===== config.mk =====
export PLATFORM = sky130hd
export DESIGN_NAME = ahss_sequencer
export DESIGN_NICKNAME = d
export VERILOG_FILES = /design/src/verilog/ahss_pkg.sv /design/src/verilog/ahss_pulse_gen.sv /design/src/verilog/ahss_sequencer.sv
export SDC_FILE = /design/constraint.sdc
export NUM_CORES = 1
export LEC_CHECK = 0
export ABC_AREA = 1
export CAP_MARGIN = 20
export CORE_MARGIN = 2
export CORE_UTILIZATION = 25
export DETAILED_ROUTE_END_ITERATION = 16
export DONT_BUFFER_PORTS = 1
export GPL_ROUTABILITY_DRIVEN = 0
export PLACE_DENSITY = 0.49
export RECOVER_POWER = 25
export SLEW_MARGIN = 0
export SYNTH_ARGS = -nofsm -noshare
export SYNTH_HDL_FRONTEND = slang
export SYNTH_SLANG_ARGS = --single-unit

===== constraint.sdc =====
create_clock -name core_clk -period 4.8 [get_ports core_clk]
set_input_delay 1.2 -clock core_clk [delete_from_list [all_inputs] [get_ports core_clk]]
set_output_delay 1.2 -clock core_clk [all_outputs]
set_load 0.02 [all_outputs]

===== src/verilog/ahss_pkg.sv =====
// shared constants and types of the automatic home search sequencer
// assumes one core clock; all users refer to names as ahss_pkg::name
package ahss_pkg;

  // detection source selected by a step's mode
  localparam logic [1:0] DET_NEAR = 2'h0;
  localparam logic [1:0] DET_HOME = 2'h1;
  localparam logic [1:0] DET_LIMIT = 2'h2;

  // step numbers
  localparam logic [1:0] STEP_FAST = 2'h0;
  localparam logic [1:0] STEP_SLOW = 2'h1;
  localparam logic [1:0] STEP_INDEX = 2'h2;
  localparam logic [1:0] STEP_OFFSET = 2'h3;

  // bit of the error status word set on an index input active at start
  localparam int INDEX_ERR_BIT = 6;
  localparam logic [7:0] ERR_RESET = 8'h00;

  // deviation clear pulse width in cycles and decelerating stop length in pulses
  localparam int DCC_PULSE_CYCLES = 4;
  localparam logic [15:0] DECEL_PULSES = 16'h0004;

  // per-step mode setting
  typedef struct packed {
    logic enable;   // step is executed
    logic dir;      // 1 = plus direction
    logic [1:0] det_sel; // detection source
    logic dcc_en;   // pulse deviation clear on detection
    logic clr_en;   // clear position counters on detection
    logic timer_en; // wait out the inter-step timer afterwards
  } ahss_step_cfg_type;

  // sensor inputs after synchronisation
  typedef struct packed {
    logic near_home;
    logic home;
    logic index;
    logic plus_limit;
    logic minus_limit;
  } ahss_sense_type;

  typedef enum logic [3:0] {
    ST_IDLE, ST_BEGIN, ST_SEARCH, ST_ESCAPE, ST_DECEL,
    ST_OFFSET, ST_DCC, ST_WAIT, ST_NEXT
  } ahss_state_type;

endpackage : ahss_pkg


===== src/verilog/ahss_pulse_gen.sv =====
// drive pulse generator: one pulse every period cycles while run is high
// assumes period is stable during a move; a period of 0 acts as 1
`timescale 1ns/1ns
module ahss_pulse_gen #(
  parameter int W = 16
) (
  input wire logic core_clk,
  input wire logic rst,
  input wire logic run,
  input wire logic [W-1:0] period,
  output logic pulse
);

  logic [W-1:0] count_r;
  logic pulse_r;
  wire logic wrap = (count_r + 1'b1 >= period);

  // period counter, cleared whenever the drive is halted
  always_ff @(posedge core_clk or posedge rst) begin
    if (rst) begin
      count_r <= '0;
      pulse_r <= 1'b0;
    end else if (!run) begin
      count_r <= '0;
      pulse_r <= 1'b0;
    end else begin
      count_r <= wrap ? '0 : count_r + 1'b1;
      pulse_r <= wrap;
    end
  end

  assign pulse = pulse_r;

endmodule : ahss_pulse_gen


===== src/verilog/ahss_sequencer.sv =====
// automatic home search sequencer for one axis
// assumes asynchronous sensor pins, host mode settings stable while busy
//
// Notes on behaviour
// - steps run in order fast, slow, index, offset without host help
// - a disabled step is skipped and the next one starts at once
// - each step takes direction from its own mode, steps one and two also the detection source
// - steps one and four pulse at the drive speed setting
// - steps two and three pulse at the home search speed setting
// - step one detects near-home, home or limit input
// - step two detects home or limit input only
// - steps two and three may pulse deviation clear and clear counters
// - after a step an optional inter-step timer is waited out
// - near-home found in step one gives a decelerating stop
// - home found in step two stops pulses at once
// - home or limit searched fast, decelerate, then slow phase follows
// - slow phase first escapes opposite until input inactive, then searches
// - a limit as detection means the limit ahead in search direction
// - index active when step three starts sets error bit and ends search
// - step four outputs the programmed pulse count as a relative move
// - next step waits until the whole deviation clear pulse is out
// - step three drives at constant speed and stops on index active
`timescale 1ns/1ns
module ahss_sequencer #(
  parameter int W = 16,
  parameter int DCC_CYCLES = ahss_pkg::DCC_PULSE_CYCLES
) (
  input wire logic core_clk,
  input wire logic rst,
  input wire logic start,
  input wire ahss_pkg::ahss_step_cfg_type [3:0] step_cfg,
  input wire logic [W-1:0] drive_speed_param,
  input wire logic [W-1:0] home_search_speed_param,
  input wire logic [W-1:0] drive_pulse_count,
  input wire logic [W-1:0] inter_step_wait,
  input wire logic near_home_input,
  input wire logic home_sensor_input,
  input wire logic encoder_index_input,
  input wire logic plus_limit_input,
  input wire logic minus_limit_input,
  output logic pulse_out,
  output logic dir_out,
  output logic busy,
  output logic deviation_clear_output,
  output logic position_clear,
  output logic [7:0] error_status_register
);

  ahss_pkg::ahss_sense_type sync1_r, sync2_r;
  ahss_pkg::ahss_state_type state_r, state_nxt;
  logic [1:0] step_r, step_nxt;
  logic [W-1:0] cnt_r, cnt_nxt, decel_r, decel_nxt;
  logic dir_r, dcc_r, pclr_r, pclr_nxt, err_nxt;
  logic [7:0] err_r;

  // limit lying ahead in the given direction
  function automatic logic limit_ahead(input logic dir,
                                       input ahss_pkg::ahss_sense_type s);
    limit_ahead = dir ? s.plus_limit : s.minus_limit;
  endfunction : limit_ahead
  // detection input of a step from its mode setting
  function automatic logic det_of(input logic [1:0] step,
                                  input ahss_pkg::ahss_step_cfg_type c,
                                  input ahss_pkg::ahss_sense_type s);
    if (step == ahss_pkg::STEP_INDEX)
      det_of = s.index;
    else if (c.det_sel == ahss_pkg::DET_LIMIT)
      det_of = limit_ahead(c.dir, s);
    else if (c.det_sel == ahss_pkg::DET_NEAR && step == ahss_pkg::STEP_FAST)
      det_of = s.near_home;
    else
      det_of = s.home;
  endfunction : det_of

  // two-flop synchroniser for all sensor pins
  always_ff @(posedge core_clk or posedge rst) begin
    if (rst) begin
      sync1_r <= '0;
      sync2_r <= '0;
    end else begin
      sync1_r <= {near_home_input, home_sensor_input, encoder_index_input,
                  plus_limit_input, minus_limit_input};
      sync2_r <= sync1_r;
    end
  end

  // current step decode
  wire ahss_pkg::ahss_step_cfg_type cur = step_cfg[step_r];
  wire logic det = det_of(step_r, cur, sync2_r);
  wire logic lim_ahead = limit_ahead(cur.dir, sync2_r);
  wire logic fast_step = (step_r == ahss_pkg::STEP_FAST) ||
                         (step_r == ahss_pkg::STEP_OFFSET);
  wire logic last_pulse = pulse_out && (cnt_r == {{(W-1){1'b0}}, 1'b1});
  wire logic decel_done = pulse_out && (cnt_r <= {{(W-1){1'b0}}, 1'b1});
  wire logic fast_limit = (step_r == ahss_pkg::STEP_FAST) &&
                          (cur.det_sel != ahss_pkg::DET_LIMIT) && lim_ahead;
  wire logic hit = (state_r == ahss_pkg::ST_SEARCH) && (det || fast_limit);
  wire ahss_pkg::ahss_state_type end_state = (cur.timer_en &&
    inter_step_wait != '0) ? ahss_pkg::ST_WAIT : ahss_pkg::ST_NEXT;

  // pulse drive: stop within the cycle of slow-step detection or last pulse
  wire logic moving = (state_r == ahss_pkg::ST_SEARCH) ||
                      (state_r == ahss_pkg::ST_ESCAPE) ||
                      (state_r == ahss_pkg::ST_DECEL) ||
                      (state_r == ahss_pkg::ST_OFFSET);
  wire logic slow_hit = hit && !fast_step;
  wire logic run = moving && !slow_hit && !last_pulse &&
                   !(state_r == ahss_pkg::ST_DECEL && decel_done);
  wire logic [W-1:0] period =
    (state_r == ahss_pkg::ST_DECEL) ? decel_r :
    fast_step ? drive_speed_param : home_search_speed_param;

  ahss_pulse_gen #(.W(W)) u_pulse (
    .core_clk(core_clk),
    .rst(rst),
    .run(run),
    .period(period),
    .pulse(pulse_out)
  );

  // sequence control
  always_comb begin
    state_nxt = state_r;
    step_nxt = step_r;
    cnt_nxt = cnt_r;
    decel_nxt = decel_r;
    pclr_nxt = 1'b0;
    err_nxt = 1'b0;
    unique case (state_r)
      ahss_pkg::ST_IDLE: begin
        if (start) begin
          state_nxt = ahss_pkg::ST_BEGIN;
          step_nxt = ahss_pkg::STEP_FAST;
        end
      end
      ahss_pkg::ST_BEGIN: begin
        if (!cur.enable) begin
          state_nxt = ahss_pkg::ST_NEXT;
        end else if (step_r == ahss_pkg::STEP_FAST) begin
          state_nxt = (det || lim_ahead) ? end_state : ahss_pkg::ST_SEARCH;
        end else if (step_r == ahss_pkg::STEP_SLOW) begin
          state_nxt = det ? ahss_pkg::ST_ESCAPE : ahss_pkg::ST_SEARCH;
        end else if (step_r == ahss_pkg::STEP_INDEX) begin
          if (det) begin
            err_nxt = 1'b1;
            state_nxt = ahss_pkg::ST_IDLE;
          end else begin
            state_nxt = ahss_pkg::ST_SEARCH;
          end
        end else begin
          cnt_nxt = drive_pulse_count;
          state_nxt = (drive_pulse_count == '0) ? end_state :
                      ahss_pkg::ST_OFFSET;
        end
      end
      ahss_pkg::ST_SEARCH: begin
        if (hit && step_r == ahss_pkg::STEP_FAST) begin
          if (fast_limit) begin
            state_nxt = end_state;
          end else begin
            state_nxt = ahss_pkg::ST_DECEL;
            decel_nxt = drive_speed_param;
            cnt_nxt = W'(ahss_pkg::DECEL_PULSES);
          end
        end else if (hit) begin
          pclr_nxt = cur.clr_en;
          cnt_nxt = W'(DCC_CYCLES);
          state_nxt = cur.dcc_en ? ahss_pkg::ST_DCC : end_state;
        end
      end
      ahss_pkg::ST_ESCAPE: begin
        if (!det)
          state_nxt = ahss_pkg::ST_SEARCH;
      end
      ahss_pkg::ST_DECEL: begin
        if (decel_done) begin
          state_nxt = end_state;
        end else if (pulse_out) begin
          cnt_nxt = cnt_r - 1'b1;
          decel_nxt = decel_r[W-1] ? decel_r : {decel_r[W-2:0], 1'b0};
        end
      end
      ahss_pkg::ST_OFFSET: begin
        if (last_pulse)
          state_nxt = end_state;
        else if (pulse_out)
          cnt_nxt = cnt_r - 1'b1;
      end
      ahss_pkg::ST_DCC: begin
        cnt_nxt = cnt_r - 1'b1;
        if (cnt_r == {{(W-1){1'b0}}, 1'b1}) begin
          state_nxt = end_state;
          cnt_nxt = '0;
        end
      end
      ahss_pkg::ST_WAIT: begin
        cnt_nxt = cnt_r + 1'b1;
        if (cnt_r + 1'b1 >= inter_step_wait) begin
          state_nxt = ahss_pkg::ST_NEXT;
          cnt_nxt = '0;
        end
      end
      ahss_pkg::ST_NEXT: begin
        cnt_nxt = '0;
        if (step_r == ahss_pkg::STEP_OFFSET) begin
          state_nxt = ahss_pkg::ST_IDLE;
        end else begin
          step_nxt = step_r + 2'h1;
          state_nxt = ahss_pkg::ST_BEGIN;
        end
      end
    endcase
    if (state_nxt == ahss_pkg::ST_WAIT && state_r != ahss_pkg::ST_WAIT)
      cnt_nxt = '0; // wait always counts from zero
  end

  // state registers
  always_ff @(posedge core_clk or posedge rst) begin
    if (rst) begin
      state_r <= ahss_pkg::ST_IDLE;
      step_r <= ahss_pkg::STEP_FAST;
      cnt_r <= '0;
      decel_r <= '0;
    end else begin
      state_r <= state_nxt;
      step_r <= step_nxt;
      cnt_r <= cnt_nxt;
      decel_r <= decel_nxt;
    end
  end

  // outputs from flops; error bit holds until the next start
  always_ff @(posedge core_clk or posedge rst) begin
    if (rst) begin
      dir_r <= 1'b0;
      dcc_r <= 1'b0;
      pclr_r <= 1'b0;
      err_r <= ahss_pkg::ERR_RESET;
    end else begin
      dir_r <= (state_nxt == ahss_pkg::ST_ESCAPE) ? ~cur.dir : cur.dir;
      dcc_r <= (state_nxt == ahss_pkg::ST_DCC);
      pclr_r <= pclr_nxt;
      if (err_nxt)
        err_r[ahss_pkg::INDEX_ERR_BIT] <= 1'b1;
      else if (start && state_r == ahss_pkg::ST_IDLE)
        err_r <= ahss_pkg::ERR_RESET;
    end
  end

  assign dir_out = dir_r;
  assign busy = (state_r != ahss_pkg::ST_IDLE);
  assign deviation_clear_output = dcc_r;
  assign position_clear = pclr_r;
  assign error_status_register = err_r;
endmodule : ahss_sequencer


# After elaboration in Yosys (flattened, before gate mapping)
# Index checks and enable logic that the tools add are counted.
[totals]
output_inout_bits = 13
word_cells = 169
input_bits = 100
ff_bits = 69
[op_classes]
n_bitwise = 1
n_eq_ne = 33
reduce_logical = 39
magnitude_cmp = 4
n_addsub = 4
n_mux = 67
[ops]
columns = ["operator", "count"]
rows = [
  ["two-way mux 16 bit", 22],
  ["case mux 16 bit (7 select lines)", 1],
  ["two-way mux 4 bit", 17],
  ["case mux 4 bit (9 select lines)", 1],
  ["adder 16 x 1 -> 16 bit, second input constant", 2],
  ["greater-or-equal comparator 16 bit", 2],
  ["case mux 16 bit (2 select lines)", 1],
  ["== test 4 x 3 -> 1 bit, second input constant", 6],
  ["two-way mux 1 bit", 18],
  ["== test 16 x 1 -> 1 bit, second input constant", 1],
  ["<= comparator 16 x 1 -> 1 bit, second input constant", 1],
  ["logical NOT 16 bit", 1],
  ["nonzero test 16 bit", 1],
  ["subtractor 16 x 1 -> 16 bit, second input constant", 1],
  ["logical AND 1 bit", 15],
  ["binary-select mux 7 bit (select 2 bit)", 1],
  ["two-way mux 7 bit", 2],
  ["== test 4 x 2 -> 1 bit, second input constant", 3],
  ["inequality test 2 bit, second input constant", 6],
  ["inequality test 3 bit, second input constant", 4],
  ["AND reduction 9 bit", 1],
  ["inequality test 4 x 3 -> 1 bit, second input constant", 2],
  ["nonzero test 8 bit", 1],
  ["== test 2 bit, second input constant", 3],
  ["20 further kinds", 35],
]

# Depth between registers and ports, before layout
[logic_depth]
depth_word = 17
depth_mapped = 24
mapped_depth_nobuf = 22

# Modules after synthesis
# A second synthesis with hierarchy kept.
[hier_totals]
cells_unflattened = 1003
hier_area_um2 = 6491.2
[by_module_without_submodules]
columns = ["mod", "cells_each", "area_per_inst_um2", "n_inst", "seq_area_each_um2"]
rows = [
  ["ahss_sequencer", 807, 5078.6, 1, 1301.2],
  ["ahss_pulse_gen", 196, 1412.6, 1, 425.4],
]

# Least setup slack after synthesis
# No wires, ideal clock.
[synth_timing]
kind = "reg2reg"
start = "register cnt_r[2]"
end = "register cnt_r[0]"
required_time_ns = 4.683
n_path_buf = 2
period_less_slack_ns = 3.849
setup_time_ns = 0.117
slack_ns = 0.951
arrival_ns = 3.732
path_stages_with_launch = 25
path_cell_list = "dfrtp_1 buf_2 nand3_1 nor3_1 nand3_1 nor3_1 nand4_1 nor2_1 nand2_1 xor2_1 ha_1 a21oi_1 o21ai_0 a21oi_1 a21boi_0 nand2_1 nor2_1 inv_1 nand4_1 nand4_4 nand2_2 nand2_4 buf_6 nand2_1 nand2_1"
[synth_via]
elab_chain_len = 8
elab_cells_between_ends = 27
classes_between = "add/sub (1); order compare (2); eq/ne (10); mux (9); reduce/logical (5)"
[synth_rtl]
columns = ["item", "line", "source"]
rows = [
  ["from (decl)", "ahss_sequencer.sv:52", "logic [W-1:0] cnt_r, cnt_nxt, decel_r, decel_nxt;"],
  ["from (signal assigned)", "ahss_sequencer.sv:227", "cnt_r <= cnt_nxt;"],
  ["adder 16 x 1 -> 16 bit (tied with other cells)", "ahss_sequencer.sv:198", "if (cnt_r + 1'b1 >= inter_step_wait) begin"],
  ["greater-or-equal comparator 16 bit (tied with other cells)", "ahss_sequencer.sv:198", ""],
  ["two-way mux 4 bit, on equally long branches", "ahss_sequencer.sv:198, ahss_sequencer.sv:176, ahss_sequencer.sv:184", ""],
  ["case mux 4 bit (9 select lines)", "ahss_sequencer.sv:129", "unique case (state_r)"],
  ["== test 4 x 3 -> 1 bit", "ahss_sequencer.sv:213", "if (state_nxt == ahss_pkg::ST_WAIT && state_r != ahss_pkg::ST_WAIT)"],
  ["logical AND 1 bit", "ahss_sequencer.sv:213", ""],
  ["nonzero test 8 bit (no source line) (tied with other cells)", "n/a", ""],
  ["AND reduction 9 bit (no source line)", "n/a", ""],
]
# Parallel ways exist; a longest one is shown, timed or not.
# A chain may end at the register's enable or synchronous reset.

# Worst setup path in the final report
[layout_timing]
start = "register cnt_r[2]"
end = "register cnt_r[13]"
[layout_via]
elab_chain_len = 8
elab_cells_between_ends = 31
classes_between = "add/sub (2); order compare (2); eq/ne (10); mux (12); reduce/logical (5)"
[layout_rtl]
columns = ["item", "line", "source"]
rows = [
  ["adder 16 x 1 -> 16 bit (tied with other cells)", "ahss_sequencer.sv:198", ""],
  ["greater-or-equal comparator 16 bit (tied with other cells)", "ahss_sequencer.sv:198", ""],
  ["two-way mux 4 bit, on equally long branches", "ahss_sequencer.sv:198, ahss_sequencer.sv:176, ahss_sequencer.sv:184", ""],
  ["case mux 4 bit (9 select lines) *", "ahss_sequencer.sv:129", ""],
  ["via state_nxt[0]", "ahss_sequencer.sv:50", "ahss_pkg::ahss_state_type state_r, state_nxt;"],
  ["== test 4 x 3 -> 1 bit *", "ahss_sequencer.sv:213", ""],
  ["logical AND 1 bit *", "ahss_sequencer.sv:213", ""],
  ["nonzero test 8 bit (no source line) (tied with other cells)", "n/a", ""],
  ["AND reduction 9 bit (no source line)", "n/a", ""],
]
# The timed path passes the listed nets; every way through them passes the cells marked *. The select of a mux whose other input is x is not followed.

==> results.toml <==
[setup_path]
slowest_stage = "dfrtp_1"
critical_path.startpoint_type = "flop"
rr_startpoint = "cnt_r[2]$_DFFE_PP0P_"
cp.arrival_ns = 4.33
max_stage_delay_ns = 0.47
crit_type = "flop to flop"
critPathMostFrequentCell = "nand2_1"
cp_cell_sequence = "nand3_1 -> nor3_2 -> nand3_1 -> nor3_2 -> nand4_1 -> nor2_1 -> nand2_1 -> xor2_1 -> ha_1 -> a21oi_1 -> o21ai_0 -> a21oi_1 -> a21boi_0 -> nand2_1 -> nor2_1 -> buf_4 -> nor2_1 -> nand3_2 -> nand4_4 -> nand2_2 -> nand2_4 -> nand2_1 -> nand2_1"
cp-end-kind = "flop"
crit_start = "cnt_r[2]$_DFFE_PP0P_"
critPathRequiredTime_ns = 5.03
worst-path-max-fanout = 16

[clocking]
cts_tree = "built"
cts_root_buf = "clkbuf_16"
clkSlewWorstSetupHoldPaths_ns = 0.06
cts.sinks = 69
ctsHoldBuffers = 0
numCtsBuffers = 9
htreeDepth = 3
clk_path_buf_depth = 2
clk_latency_ns = 0.34

[timing]
finalCriticalPeriod_ns = 4.10
setup_viol = 0
max_freq_mhz = 244
setup_tns_ns = 0
rsz0062_at_grt = "no"
worstMarginPinSlew_ns = 1.32
whs_ns = 0.341
slew_headroom = 0.114
fin_crit_sh = 0.854
finalHoldViolations = 0
maxSlewViolCount = 0
clock-skew-final_ns = 0.0100

[synth]
synth_edf_count = 0
ys_async_sr_fraction = 1.00
postSynthCellCount = 890
ys_types = 51
ys_ff_latch = 69
synth_ff_type = "dfrtp_1"
avgSynthCellArea_um2 = 6.74
netlist_area_mm2 = 0.00600
ys_warn_count = 0
synth-seq-area-share = 0.288

[cells_and_area]
final.fill_count = 2671
nets = 1023
area_growth_pct = 11.2
antenna_cells = 0
drive_above_1_share = 0.0743
final_cell_count_no_fill = 1207
fin_util = 0.284

[global_route]
grt_pass1_vias = 5269
grtUsageTotal = 0.138
grt_antenna_before_repair = 0
grt_max_degree = 46
grt-ovfl-total = 0
grt_pass1_wl_mm = 28.0

[die]
fp.dieArea_mm2 = 0.0253
coreArea_mm2 = 0.0235
io_pins = 113
num_rows = 56
die_x_um = 159
die_h_um = 159
start_util = 0.255

[power]
power_leakage_nw = 3.35
power_density_mw_per_mm2 = 652
peakVddDrop_uv = 319
p_total_mw = 4.35

[routing]
postRouteAntennaNets = 0
wirelength_mm = 17.2
drt_iter0_drc = 305
wl_per_cell_um = 14.2
vias = 5570
drc = 0
vias_per_cell = 4.61
drt_pass1_iterations = 5

[min_path]
min-delay-path-class = "flop to flop"
hold_start = "sync1_r[3]$_DFF_PP0_"

[placement]
dpl.hpwl_mm = 13.8
numPortBuffers = 0
dpl.cell_count = 1189

[run_status]
outcome = "completed"

[run]
maxCapViolations = 0
per-stage QoR:
| stage | cell area (um2) | setup WS [ns] |
|---|---|---|
| 6_report | 6680 | 0.699 |
| 2_1_floorplan | 6020 | 0.951 |
| 5_1_grt | 6680 | 0.153 |
| 4_1_cts | 6640 | 0.315 |
| 3_3_place_gp | 6310 | 0.453 |
| 3_5_place_dp | 6310 | 0.319 |
power breakdown:
group / switching, mW / internal (mW)
sequential: 0.208 / 0.762
combinational: 1.78 / 0.852
clock: 0.273 / 0.473
critical path, delay by kind of cell (launching register included):
family / cells / cell delay [ns]
AO/OA/AOI/OAI: 4 / 0.62
XOR/XNOR: 1 / 0.16
adder cells (fa/ha/maj): 1 / 0.32
buffers and inverters: 1 / 0.23
flip-flops: 1 / 0.47
AND/OR/NAND/NOR: 16 / 2.18
routing by layer:
layer / vias to the layer above / global-route usage / part of all wire
met3: 11 / 0.0245 / 0.048
met2: 143 / 0.217 / 0.44
met4: 0 / 0.0351 / 0.012
li1: 2882 / - / -
met1: 2534 / 0.196 / 0.50
met5: - / 0 / 0
cell usage after synthesis (all sizes together), types with 14 or more instances:
library cell	n	area [um2]
ha	40	500
buf	21	140
dfrtp	69	1730
o22ai	14	93.8
nand3	50	275
o21ai	53	265
clkbuf	16	60.1
a21oi	30	165
nand2	257	1000
inv	119	449
xor2	35	307
nor3	17	90.1
nand4	34	228
nor2	90	353
cells in the final DEF (no fill, tap or decap), types with 2 or more instances in the layout:
cell type and count:
or3_1 2, and3b_1 2, nor2_1 86, nor3_1 12, ha_1 40, o22ai_1 13
nand3b_1 2, bufinv_16 2, inv_2 3, nand3_1 45, xor2_1 35, xnor2_1 3
nor4_1 4, o221ai_1 3, nor3_2 5, nor3b_1 2, conb_1 7, nand2_2 8
nor2_2 3, o21ai_0 51, o31ai_1 2, nand2_4 2, clkbuf_16 9, nand2_1 247
clkinv_4 2, dfrtp_1 68, o311ai_0 2, o211ai_1 12, o21ai_1 2, buf_4 13
nand3_2 5, inv_1 114, nand4_1 33, a21oi_1 28
logic make-up after synthesis:
| kind of cell | after synthesis | synth area share |
|---|---|---|
| DFF | 69 | 0.288 |
| muxes | 1 | 0.00167 |
| other | 1 | 0.000625 |
| adders and majority gates | 40 | 0.0834 |
| buffers and inverters | 156 | 0.108 |
| and+or+nand+nor | 461 | 0.339 |
| AOI/OAI and AO/OA | 124 | 0.123 |
| xor gates and xnor gates | 38 | 0.0555 |
state kept, by name, indices dropped and copies added, names as in the netlist:
| name | cells |
|---|---|
| cnt_r | 16 |
| decel_r | 16 |
| deviation_clear_output | 1 |
| dir_out | 1 |
| error_status_register | 1 |
| position_clear | 1 |
| state_r | 4 |
| step_r | 2 |
| sync1_r | 5 |
| sync2_r | 5 |
| u_pulse.count_r | 16 |
| u_pulse.pulse | 1 |
path summary, 6_finish.rpt:
path                                                to  slack [ns]  depth (start not counted)
worst max-delay path             cnt_r[13]$_DFFE_PP0P_        0.70                         23
min in group asynchronous       decel_r[0]$_DFFE_PP0P_        1.03                          1
worst min-delay path              sync2_r[3]$_DFF_PP0_        0.34                          0
worst min register to register    sync2_r[3]$_DFF_PP0_        0.34                          0
worst max register to register   cnt_r[13]$_DFFE_PP0P_        0.70                         23
max in group asynchronous         cnt_r[0]$_DFFE_PP0P_        2.59                          2
final cells by class:
type,instances,area [um2],share of cell area
Tap cell,319,399,0.0598
Sequential cell,69,1730,0.259
Clock inverter,6,93.8,0.0141
Multi-Input combinational cell,671,3670,0.549
Inverter,119,450,0.0675
Clock buffer,10,239,0.0358
Timing Repair Buffer,13,97.6,0.0146
what timing repair did:
item / CTS / global route
setup buffers: 0 / 2
gates resized for setup: 0 / 5
hold endpoints to repair: 0 / 0
endpoints found under the setup margin: 0 / 17
Power figures use the tool's default switching activity.
